$ cat config.mk
export PLATFORM = sky130hd
export DESIGN_NAME = stream_port_device_flat
export DESIGN_NICKNAME = d
export VERILOG_FILES = /design/src/core/link_stream_pkg.sv /design/src/core/stream_port_if.sv /design/src/core/stream_port_device.sv /design/src/flat_wrapper.sv
export SDC_FILE = /design/constraint.sdc
export NUM_CORES = 1
export LEC_CHECK = 0
export BUFFER_PORTS_ARGS = -buffer_cell sky130_fd_sc_hd__buf_2
export CORE_MARGIN = 1.5
export CORE_UTILIZATION = 50
export DETAILED_ROUTE_END_ITERATION = 8
export GPL_TIMING_DRIVEN = 0
export HOLD_SLACK_MARGIN = 0.08
export PLACE_DENSITY_LB_ADDON = 0.2
export SETUP_SLACK_MARGIN = 0.2
export SYNTH_ARGS = -nofsm -noshare
export SYNTH_HDL_FRONTEND = slang
export SYNTH_SLANG_ARGS = --single-unit
$ cat constraint.sdc
create_clock -name ref_clk_i -period 20.4 [get_ports ref_clk_i]
set_input_delay 3.06 -clock ref_clk_i [delete_from_list [all_inputs] [get_ports ref_clk_i]]
set_output_delay 3.06 -clock ref_clk_i [all_outputs]
set_load 0.03 [all_outputs]
$ cat src/core/link_stream_pkg.sv
// Shared constants for the user stream port of a 64b/66b serial link.
// Assumes one user clock shared by the core end and the user end.
package link_stream_pkg;
  localparam int          WORD_BYTES     = 8;
  localparam int          DATA_W         = 64;
  localparam int          KEEP_W         = 4;
  localparam int          BLOCK_W        = 66;
  localparam logic [1:0]  HDR_DATA       = 2'h1;
  localparam logic [1:0]  HDR_CTRL       = 2'h2;
  localparam logic [7:0]  TYPE_IDLE      = 8'h78;
  localparam logic [7:0]  TYPE_SEP       = 8'h1E;
  localparam logic [7:0]  TYPE_CC        = 8'h55;
  localparam int          SEP_CNT_LSB    = 8;
  localparam int          CRC_KEEP_LSB   = 32;
  localparam logic [3:0]  KEEP_FULL      = 4'h8;
  localparam logic [3:0]  CRC_BLOCK_CNT  = 4'h5;
  localparam logic [31:0] CRC_POLY       = 32'h04C11DB7;
  localparam logic [31:0] CRC_INIT       = 32'hFFFFFFFF;
  localparam int          GEARBOX_PERIOD = 32;
  localparam int          CC_LEN         = 3;
  localparam int          CC_PERIOD      = 10000;
  localparam int          USER_DEPTH     = 16;
endpackage

$ cat src/core/stream_port_if.sv
// Carrier between the core end and the user end of the stream port.
// Assumes both ends run on the same user clock.
`timescale 1ns/100ps
interface stream_port_if;
  logic [link_stream_pkg::DATA_W-1:0] tx_data;
  logic                               tx_valid;
  logic                               tx_last;
  logic [link_stream_pkg::KEEP_W-1:0] tx_keep;
  logic                               tx_ready;
  logic [link_stream_pkg::DATA_W-1:0] rx_data;
  logic                               rx_valid;
  logic                               rx_last;
  logic [link_stream_pkg::KEEP_W-1:0] rx_keep;

  modport device (
    input  tx_data, tx_valid, tx_last, tx_keep,
    output tx_ready, rx_data, rx_valid, rx_last, rx_keep
  );
  modport user (
    output tx_data, tx_valid, tx_last, tx_keep,
    input  tx_ready, rx_data, rx_valid, rx_last, rx_keep
  );
endinterface // stream_port_if

$ cat src/core/stream_port_device.sv
// Core end of the user stream port: tx framing onto one lane, rx deframing.
// Assumes a single lane, one 66-bit block slot per user clock.
`timescale 1ns/100ps
module stream_port_device #(
  parameter bit FRAMING    = 1'b1,
  parameter bit GEARBOX_EN = 1'b1,
  parameter bit CRC_EN     = 1'b0,
  parameter int CC_PERIOD  = link_stream_pkg::CC_PERIOD
) (
  input  wire logic                                 ref_clk_i,
  input  wire logic                                 rst_n_i,
  stream_port_if.device                             port,
  input  wire logic                                 channel_up_i,
  output logic [link_stream_pkg::BLOCK_W-1:0]       lane_tx_block_o,
  output logic                                      lane_tx_slot_o,
  output logic                                      clock_comp_request_o,
  input  wire logic [link_stream_pkg::BLOCK_W-1:0]  lane_rx_block_i,
  input  wire logic                                 lane_rx_valid_i,
  output logic                                      crc_error_o
);
  localparam int         GBW     = $clog2(link_stream_pkg::GEARBOX_PERIOD);
  localparam int         CCW     = $clog2(CC_PERIOD);
  localparam int         DW      = link_stream_pkg::DATA_W;
  localparam logic [GBW-1:0] GB_LAST = GBW'(link_stream_pkg::GEARBOX_PERIOD - 1);
  localparam logic [CCW-1:0] CC_LAST = CCW'(CC_PERIOD - 1);
  localparam logic [CCW-1:0] CC_END  = CCW'(link_stream_pkg::CC_LEN);

  typedef enum logic [2:0] {
    TX_BODY = 3'b001,
    TX_CRC  = 3'b010,
    TX_SEP  = 3'b100
  } tx_state_t;

  function automatic logic [31:0] crc_step(input logic [31:0] c, input logic [DW-1:0] d);
    logic [31:0] r;
    logic        fb;
    r = c;
    for (int i = 0; i < DW; i++) begin
      fb = r[31] ^ d[i];
      r  = {r[30:0], 1'b0} ^ (fb ? link_stream_pkg::CRC_POLY : 32'h0);
    end
    return r;
  endfunction

  // Zero every byte at or above the count
  function automatic logic [DW-1:0] keep_mask(input logic [DW-1:0] d, input logic [3:0] k);
    logic [DW-1:0] r;
    r = '0;
    for (int i = 0; i < link_stream_pkg::WORD_BYTES; i++) begin
      if (i < int'(k)) begin
        r[8*i +: 8] = d[8*i +: 8];
      end
    end
    return r;
  endfunction

  logic [GBW-1:0]  gb_cnt_r;
  logic [GBW-1:0]  gb_cnt_nxt;
  logic [CCW-1:0]  cc_cnt_r;
  logic [CCW-1:0]  cc_cnt_nxt;
  tx_state_t       tx_st_r;
  tx_state_t       tx_st_nxt;
  logic            pause_now;
  logic            pause_nxt;
  logic            cc_now;
  logic            cc_nxt;
  logic            slot_free;
  logic            accept;
  logic [DW-1:0]   tx_word;
  logic [3:0]      last_keep_r;
  logic [31:0]     tx_crc_r;

  // Slot timing: gearbox pause and compensation windows
  assign gb_cnt_nxt = (gb_cnt_r == GB_LAST) ? '0 : gb_cnt_r + GBW'(1);
  assign cc_cnt_nxt = (cc_cnt_r == CC_LAST) ? '0 : cc_cnt_r + CCW'(1);
  assign pause_now  = GEARBOX_EN && (gb_cnt_r == GB_LAST);
  assign pause_nxt  = GEARBOX_EN && (gb_cnt_nxt == GB_LAST);
  assign cc_now     = cc_cnt_r < CC_END;
  assign cc_nxt     = cc_cnt_nxt < CC_END;
  assign slot_free  = !pause_now && !cc_now;
  assign accept     = port.tx_valid && port.tx_ready;
  assign tx_word    = (FRAMING && port.tx_last) ?
                      keep_mask(port.tx_data, port.tx_keep) : port.tx_data;

  always_ff @(posedge ref_clk_i) begin
    if (!rst_n_i) begin
      gb_cnt_r <= '0;
      cc_cnt_r <= '0;
    end else begin
      gb_cnt_r <= gb_cnt_nxt;
      cc_cnt_r <= cc_cnt_nxt;
    end
  end

  always_comb begin
    tx_st_nxt = tx_st_r;
    case (tx_st_r)
      TX_BODY: begin
        if (FRAMING && accept && port.tx_last) begin
          tx_st_nxt = CRC_EN ? TX_CRC : TX_SEP;
        end
      end
      TX_CRC: begin
        if (slot_free) begin
          tx_st_nxt = TX_SEP;
        end
      end
      TX_SEP: begin
        if (slot_free) begin
          tx_st_nxt = TX_BODY;
        end
      end
      default: tx_st_nxt = TX_BODY;
    endcase
  end

  always_ff @(posedge ref_clk_i) begin
    if (!rst_n_i || !channel_up_i) begin
      tx_st_r <= TX_BODY;
    end else begin
      tx_st_r <= tx_st_nxt;
    end
  end

  // Ready for the coming cycle, low in pause, compensation and frame tail
  always_ff @(posedge ref_clk_i) begin
    if (!rst_n_i) begin
      port.tx_ready        <= 1'b0;
      clock_comp_request_o <= 1'b0;
    end else begin
      port.tx_ready        <= channel_up_i && !pause_nxt && !cc_nxt &&
                              (tx_st_nxt == TX_BODY);
      clock_comp_request_o <= cc_nxt;
    end
  end

  always_ff @(posedge ref_clk_i) begin
    if (!rst_n_i) begin
      last_keep_r <= link_stream_pkg::KEEP_FULL;
      tx_crc_r    <= link_stream_pkg::CRC_INIT;
    end else begin
      if (accept) begin
        tx_crc_r <= crc_step(tx_crc_r, tx_word);
        if (port.tx_last) begin
          last_keep_r <= port.tx_keep;
        end
      end else if (tx_st_r == TX_SEP && slot_free) begin
        tx_crc_r <= link_stream_pkg::CRC_INIT;
      end
    end
  end

  // One block per slot; data only when a word is taken or the CRC block is sent, so a slot
  // never carries data behind an idle or a separator
  always_ff @(posedge ref_clk_i) begin
    if (!rst_n_i) begin
      lane_tx_slot_o  <= 1'b0;
      lane_tx_block_o <= {link_stream_pkg::HDR_CTRL, 56'h0, link_stream_pkg::TYPE_IDLE};
    end else if (pause_now) begin
      lane_tx_slot_o <= 1'b0;
    end else begin
      lane_tx_slot_o <= 1'b1;
      if (cc_now) begin
        lane_tx_block_o <= {link_stream_pkg::HDR_CTRL, 56'h0, link_stream_pkg::TYPE_CC};
      end else if (tx_st_r == TX_CRC) begin
        lane_tx_block_o <= {link_stream_pkg::HDR_DATA, 28'h0, last_keep_r, tx_crc_r};
      end else if (tx_st_r == TX_SEP) begin
        lane_tx_block_o <= {link_stream_pkg::HDR_CTRL, 48'h0, 4'h0,
                            CRC_EN ? link_stream_pkg::CRC_BLOCK_CNT : last_keep_r,
                            link_stream_pkg::TYPE_SEP};
      end else if (accept) begin
        lane_tx_block_o <= {link_stream_pkg::HDR_DATA, tx_word};
      end else begin
        lane_tx_block_o <= {link_stream_pkg::HDR_CTRL, 56'h0, link_stream_pkg::TYPE_IDLE};
      end
    end
  end

  // Receive side
  logic           rx_is_data;
  logic           rx_is_sep;
  logic [DW-1:0]  rx_pay;
  logic [DW-1:0]  old_word_r;
  logic           old_v_r;
  logic [DW-1:0]  new_word_r;
  logic           new_v_r;
  logic [31:0]    rx_crc_r;
  logic [31:0]    rx_crc_fin;

  assign rx_pay     = lane_rx_block_i[DW-1:0];
  assign rx_is_data = lane_rx_valid_i && lane_rx_block_i[DW +: 2] == link_stream_pkg::HDR_DATA;
  assign rx_is_sep  = lane_rx_valid_i && lane_rx_block_i[DW +: 2] == link_stream_pkg::HDR_CTRL &&
                      rx_pay[7:0] == link_stream_pkg::TYPE_SEP;
  assign rx_crc_fin = crc_step(rx_crc_r, old_word_r);

  // Words are offered once, in the cycle they leave the deframer
  always_ff @(posedge ref_clk_i) begin
    if (!rst_n_i || !channel_up_i) begin
      port.rx_valid <= 1'b0;
      port.rx_last  <= 1'b0;
      port.rx_data  <= '0;
      port.rx_keep  <= link_stream_pkg::KEEP_FULL;
      crc_error_o   <= 1'b0;
      old_v_r       <= 1'b0;
      new_v_r       <= 1'b0;
      old_word_r    <= '0;
      new_word_r    <= '0;
      rx_crc_r      <= link_stream_pkg::CRC_INIT;
    end else begin
      port.rx_valid <= 1'b0;
      port.rx_last  <= 1'b0;
      crc_error_o   <= 1'b0;
      if (!FRAMING) begin
        port.rx_valid <= rx_is_data;
        port.rx_data  <= rx_pay;
        port.rx_keep  <= link_stream_pkg::KEEP_FULL;
      end else if (rx_is_data) begin
        new_word_r <= rx_pay;
        new_v_r    <= 1'b1;
        if (CRC_EN) begin
          old_word_r <= new_word_r;
          old_v_r    <= new_v_r;
          if (old_v_r) begin
            port.rx_valid <= 1'b1;
            port.rx_data  <= old_word_r;
            port.rx_keep  <= link_stream_pkg::KEEP_FULL;
            rx_crc_r      <= rx_crc_fin;
          end
        end else if (new_v_r) begin
          port.rx_valid <= 1'b1;
          port.rx_data  <= new_word_r;
          port.rx_keep  <= link_stream_pkg::KEEP_FULL;
        end
      end else if (rx_is_sep) begin
        new_v_r  <= 1'b0;
        old_v_r  <= 1'b0;
        rx_crc_r <= link_stream_pkg::CRC_INIT;
        if (CRC_EN) begin
          port.rx_valid <= old_v_r;
          port.rx_last  <= old_v_r;
          port.rx_data  <= old_word_r;
          port.rx_keep  <= new_word_r[link_stream_pkg::CRC_KEEP_LSB +: 4];
          crc_error_o   <= old_v_r && new_v_r && (rx_crc_fin != new_word_r[31:0]);
        end else begin
          port.rx_valid <= new_v_r;
          port.rx_last  <= new_v_r;
          port.rx_data  <= new_word_r;
          port.rx_keep  <= rx_pay[link_stream_pkg::SEP_CNT_LSB +: 4];
        end
      end
    end
  end

endmodule // stream_port_device

$ cat src/flat_wrapper.sv
// flat-port wrapper written by rule: the top's interface ports become plain ports
module stream_port_device_flat 
#(
  parameter bit FRAMING    = 1'b1,
  parameter bit GEARBOX_EN = 1'b1,
  parameter bit CRC_EN     = 1'b0,
  parameter int CC_PERIOD  = link_stream_pkg::CC_PERIOD
)
  (ref_clk_i, rst_n_i, channel_up_i, lane_tx_block_o, lane_tx_slot_o, clock_comp_request_o, lane_rx_block_i, lane_rx_valid_i, crc_error_o, port_tx_data, port_tx_valid, port_tx_last, port_tx_keep, port_tx_ready, port_rx_data, port_rx_valid, port_rx_last, port_rx_keep);
  stream_port_if port_i ();
  input  wire logic ref_clk_i;
  input  wire logic rst_n_i;
  input  wire logic channel_up_i;
  output logic [link_stream_pkg::BLOCK_W-1:0] lane_tx_block_o;
  output logic lane_tx_slot_o;
  output logic clock_comp_request_o;
  input  wire logic [link_stream_pkg::BLOCK_W-1:0] lane_rx_block_i;
  input  wire logic lane_rx_valid_i;
  output logic crc_error_o;
  input wire logic [$bits(port_i.tx_data)-1:0] port_tx_data;
  input wire logic [$bits(port_i.tx_valid)-1:0] port_tx_valid;
  input wire logic [$bits(port_i.tx_last)-1:0] port_tx_last;
  input wire logic [$bits(port_i.tx_keep)-1:0] port_tx_keep;
  output wire logic [$bits(port_i.tx_ready)-1:0] port_tx_ready;
  output wire logic [$bits(port_i.rx_data)-1:0] port_rx_data;
  output wire logic [$bits(port_i.rx_valid)-1:0] port_rx_valid;
  output wire logic [$bits(port_i.rx_last)-1:0] port_rx_last;
  output wire logic [$bits(port_i.rx_keep)-1:0] port_rx_keep;
  assign port_i.tx_data = port_tx_data;
  assign port_i.tx_valid = port_tx_valid;
  assign port_i.tx_last = port_tx_last;
  assign port_i.tx_keep = port_tx_keep;
  assign port_tx_ready = port_i.tx_ready;
  assign port_rx_data = port_i.rx_data;
  assign port_rx_valid = port_i.rx_valid;
  assign port_rx_last = port_i.rx_last;
  assign port_rx_keep = port_i.rx_keep;
  stream_port_device #(.FRAMING(FRAMING), .GEARBOX_EN(GEARBOX_EN), .CRC_EN(CRC_EN), .CC_PERIOD(CC_PERIOD)) u_core (.ref_clk_i(ref_clk_i), .rst_n_i(rst_n_i), .port(port_i), .channel_up_i(channel_up_i), .lane_tx_block_o(lane_tx_block_o), .lane_tx_slot_o(lane_tx_slot_o), .clock_comp_request_o(clock_comp_request_o), .lane_rx_block_i(lane_rx_block_i), .lane_rx_valid_i(lane_rx_valid_i), .crc_error_o(crc_error_o));
endmodule
==> metrics.yaml <==
synth_top_family_by_area: "XOR/XNOR gates"
tightestPinTransition_ns: 1.22
cts.clk_slew.worst_paths_ns: 0.06
final_nets: 2302
clock_path_buffers: 3
drt-wirelength-per-cell_um: 21.3
r2r_slack_ns: 12.81
place_hpwl_mm: 44.5
first_pass_iters: 7
drtAntennaViolNets: 0
clk_latency_ns: 0.56
cap_violations: 0
drive_above_1_share: 0.188
postCtsSetupBuffers: 0
synth.distinct_cells: 64
antenna_found_initial: 4
synth-xor-area-share: 0.428
fin_skew_ns: 0.0176
postCtsResizedCells: 0
grt.total_usage: 0.300
status: "completed"
drt_iter0_markers: 1159
grt_pass1_vias: 14100
reg2reg_depth: 18
start_util: 0.512
gp_congestion: 0.987
ys_ff_latch: 262
yosysWarningCount: 0
n_fill_cell: 3101
r2r-start: "u_core.tx_crc_r[27]"
rows: 68
finalHoldViolCount: 0
grt_max_degree: 15
grt.overflow.total: 0
cp_max_fo: 10
cp-startpoint: "port_tx_keep[2]"
async_flop_share: 0
fp.coreArea_um2: 34800
r2r-end: "u_core.tx_crc_r[12]"
synth_compound_area_frac: 0.111
ios: 280
die_h_um: 192
synthSimpleGateAreaFrac: 0.136
drc: 0
syn_area_per_cell_um2: 9.59
worstSetupPathType: "input pin to flip-flop"
tns_ns: 0
synth-edff-count: 0
yosys.area_share.adder: 0.00450
clkSinkCount: 262
mostFrequentLayoutCells: "389 x nand2_1, 306 x xnor2_1, 283 x buf_2, 262 x dfxtp_1, 148 x a21oi_1"
synthMuxAreaShare: 0
tritoncts: "done"
ys.flop_type: "dfxtp_1"
critPathLaunchType: "input pin"
fin_util: 0.596
die_area_um2: 36800
slew_viol_final: 0
grt_pass1_wl_mm: 82.9
rsz0062_at_grt: "false"
syn_area_um2: 17800
cp-end-kind: "flip-flop"
cts_max_level: 1
synth_nets: 2002
numCtsBuffers: 29
min_path_type: "flip-flop to flip-flop"
finalCriticalPeriod_ns: 9.97
slew_headroom: 0.187
arrival_ns: 10.48
cts_hold_buf: 0
layout_commonest_cell: "nand2_1"
crit_end: "u_core.tx_crc_r[12]"
viasPerCell: 5.50
setup_violations: 0
netlist_instances: 1858
io_buffers: 269
fin_crit_sh: 0.489
drt_wl_total_mm: 56.2
fp.dieW_um: 192
critPathRequiredTime_ns: 20.91
area_growth_pct: 16.4
vias: 14500
root_buffer: "clkbuf_16"
yosysSeqAreaShare: 0.294
clock.fmax_mhz: 100
holdWs_ns: 0.447
-- worst max-delay path: stages --
cell and delay [ns]:
buf_2 0.17, or3b_1 0.37, buf_2 0.20, nor2_2 0.26, buf_2 0.27, nor2_1 0.11
xnor2_1 0.51, xor2_1 0.15, xnor2_1 0.81, xnor3_2 0.56, xnor2_2 0.43, xnor3_1 0.61
xnor2_1 0.46, xnor3_1 0.65, xor2_1 0.32, xnor3_2 0.45, xnor2_4 0.42, xor2_2 0.26
xor2_1 0.23, o22a_1 0.14
-- worst min path at each step --
stage	from	endpoint	slack (ns)	cells after the start
2_1_floorplan	u_core.gb_cnt_r[0]	u_core.gb_cnt_r[0]	0.43	1
3_3_place_gp	u_core.port.rx_data[61]	u_core.port.rx_data[61]	0.44	2
3_5_place_dp	u_core.port.rx_data[57]	u_core.port.rx_data[57]	0.44	2
4_1_cts	u_core.port.rx_data[21]	u_core.port.rx_data[21]	0.45	2
5_1_grt	u_core.port.rx_data[26]	u_core.port.rx_data[26]	0.47	2
6_report	u_core.port.rx_data[25]	u_core.port.rx_data[25]	0.45	2
-- flip-flops by register name, indices dropped and copies added (netlist names) --
signal / count
u_core.last_keep_r: 4
u_core.tx_crc_r: 32
u_core.port.rx_valid: 1
u_core.tx_st_r: 3
u_core.new_v_r: 1
u_core.clock_comp_request_o: 1
u_core.lane_tx_slot_o: 1
u_core.new_word_r: 64
u_core.port.tx_ready: 1
u_core.cc_cnt_r: 14
u_core.lane_tx_block_o: 66
u_core.gb_cnt_r: 5
u_core.port.rx_data: 64
u_core.port.rx_keep: 4
u_core.port.rx_last: 1
-- cells by family after synthesis --
family / after synthesis
simple gates: 561
flops: 262
compound gates: 310
buf+inv: 116
fa+ha+maj: 7
xor+xnor: 601
other cells: 1
-- per-layer routing --
| metal | up-vias | share of wire | track usage |
|---|---|---|---|
| met5 | - | 0 | 0 |
| met4 | 0 | 0.032 | 0.0995 |
| met3 | 108 | 0.075 | 0.0406 |
| met2 | 577 | 0.47 | 0.498 |
| met1 | 7000 | 0.42 | 0.402 |
| li1 | 6844 | - | - |
-- cells in the mapped netlist, types with 20 or more instances --
cell      count  share of area
xor2_1      111          0.055
a21oi_1     148          0.042
o21ai_0      22         0.0062
a21boi_0     20         0.0084
nor2b_1      43          0.015
clkbuf_1     86          0.018
dfxtp_1     262           0.29
xnor2_1     306           0.15
xnor2_2      24          0.022
a32oi_1      40          0.020
nand2_1     389          0.082
nor2_1       51          0.011
xnor3_1     113           0.14
-- stage by stage --
step,cells,instance area (um2),setup slack [ns]
detailed placement,2582,19700,9.91
floorplan,1858,17800,11.15
finish,2642,20700,10.43
CTS,2635,20700,10.46
global placement,2582,19700,9.98
global route,2639,20700,10.12
-- layout make-up --
type | instances | area, um2 | area share
buffer | 110 | 442 | 0.0213
multi-input combinational | 1480 | 12100 | 0.584
antenna | 7 | 17.5 | 0.000845
clock inverter | 11 | 121 | 0.00585
inverter | 6 | 22.5 | 0.00109
timing repair buffer | 269 | 1350 | 0.0649
tap | 455 | 569 | 0.0275
sequential | 262 | 5250 | 0.253
clock buffer | 42 | 865 | 0.0417
Power is left out: the tool's default activity adds up to more than one toggle a clock period on the data nets, which glitch-free logic cannot reach.
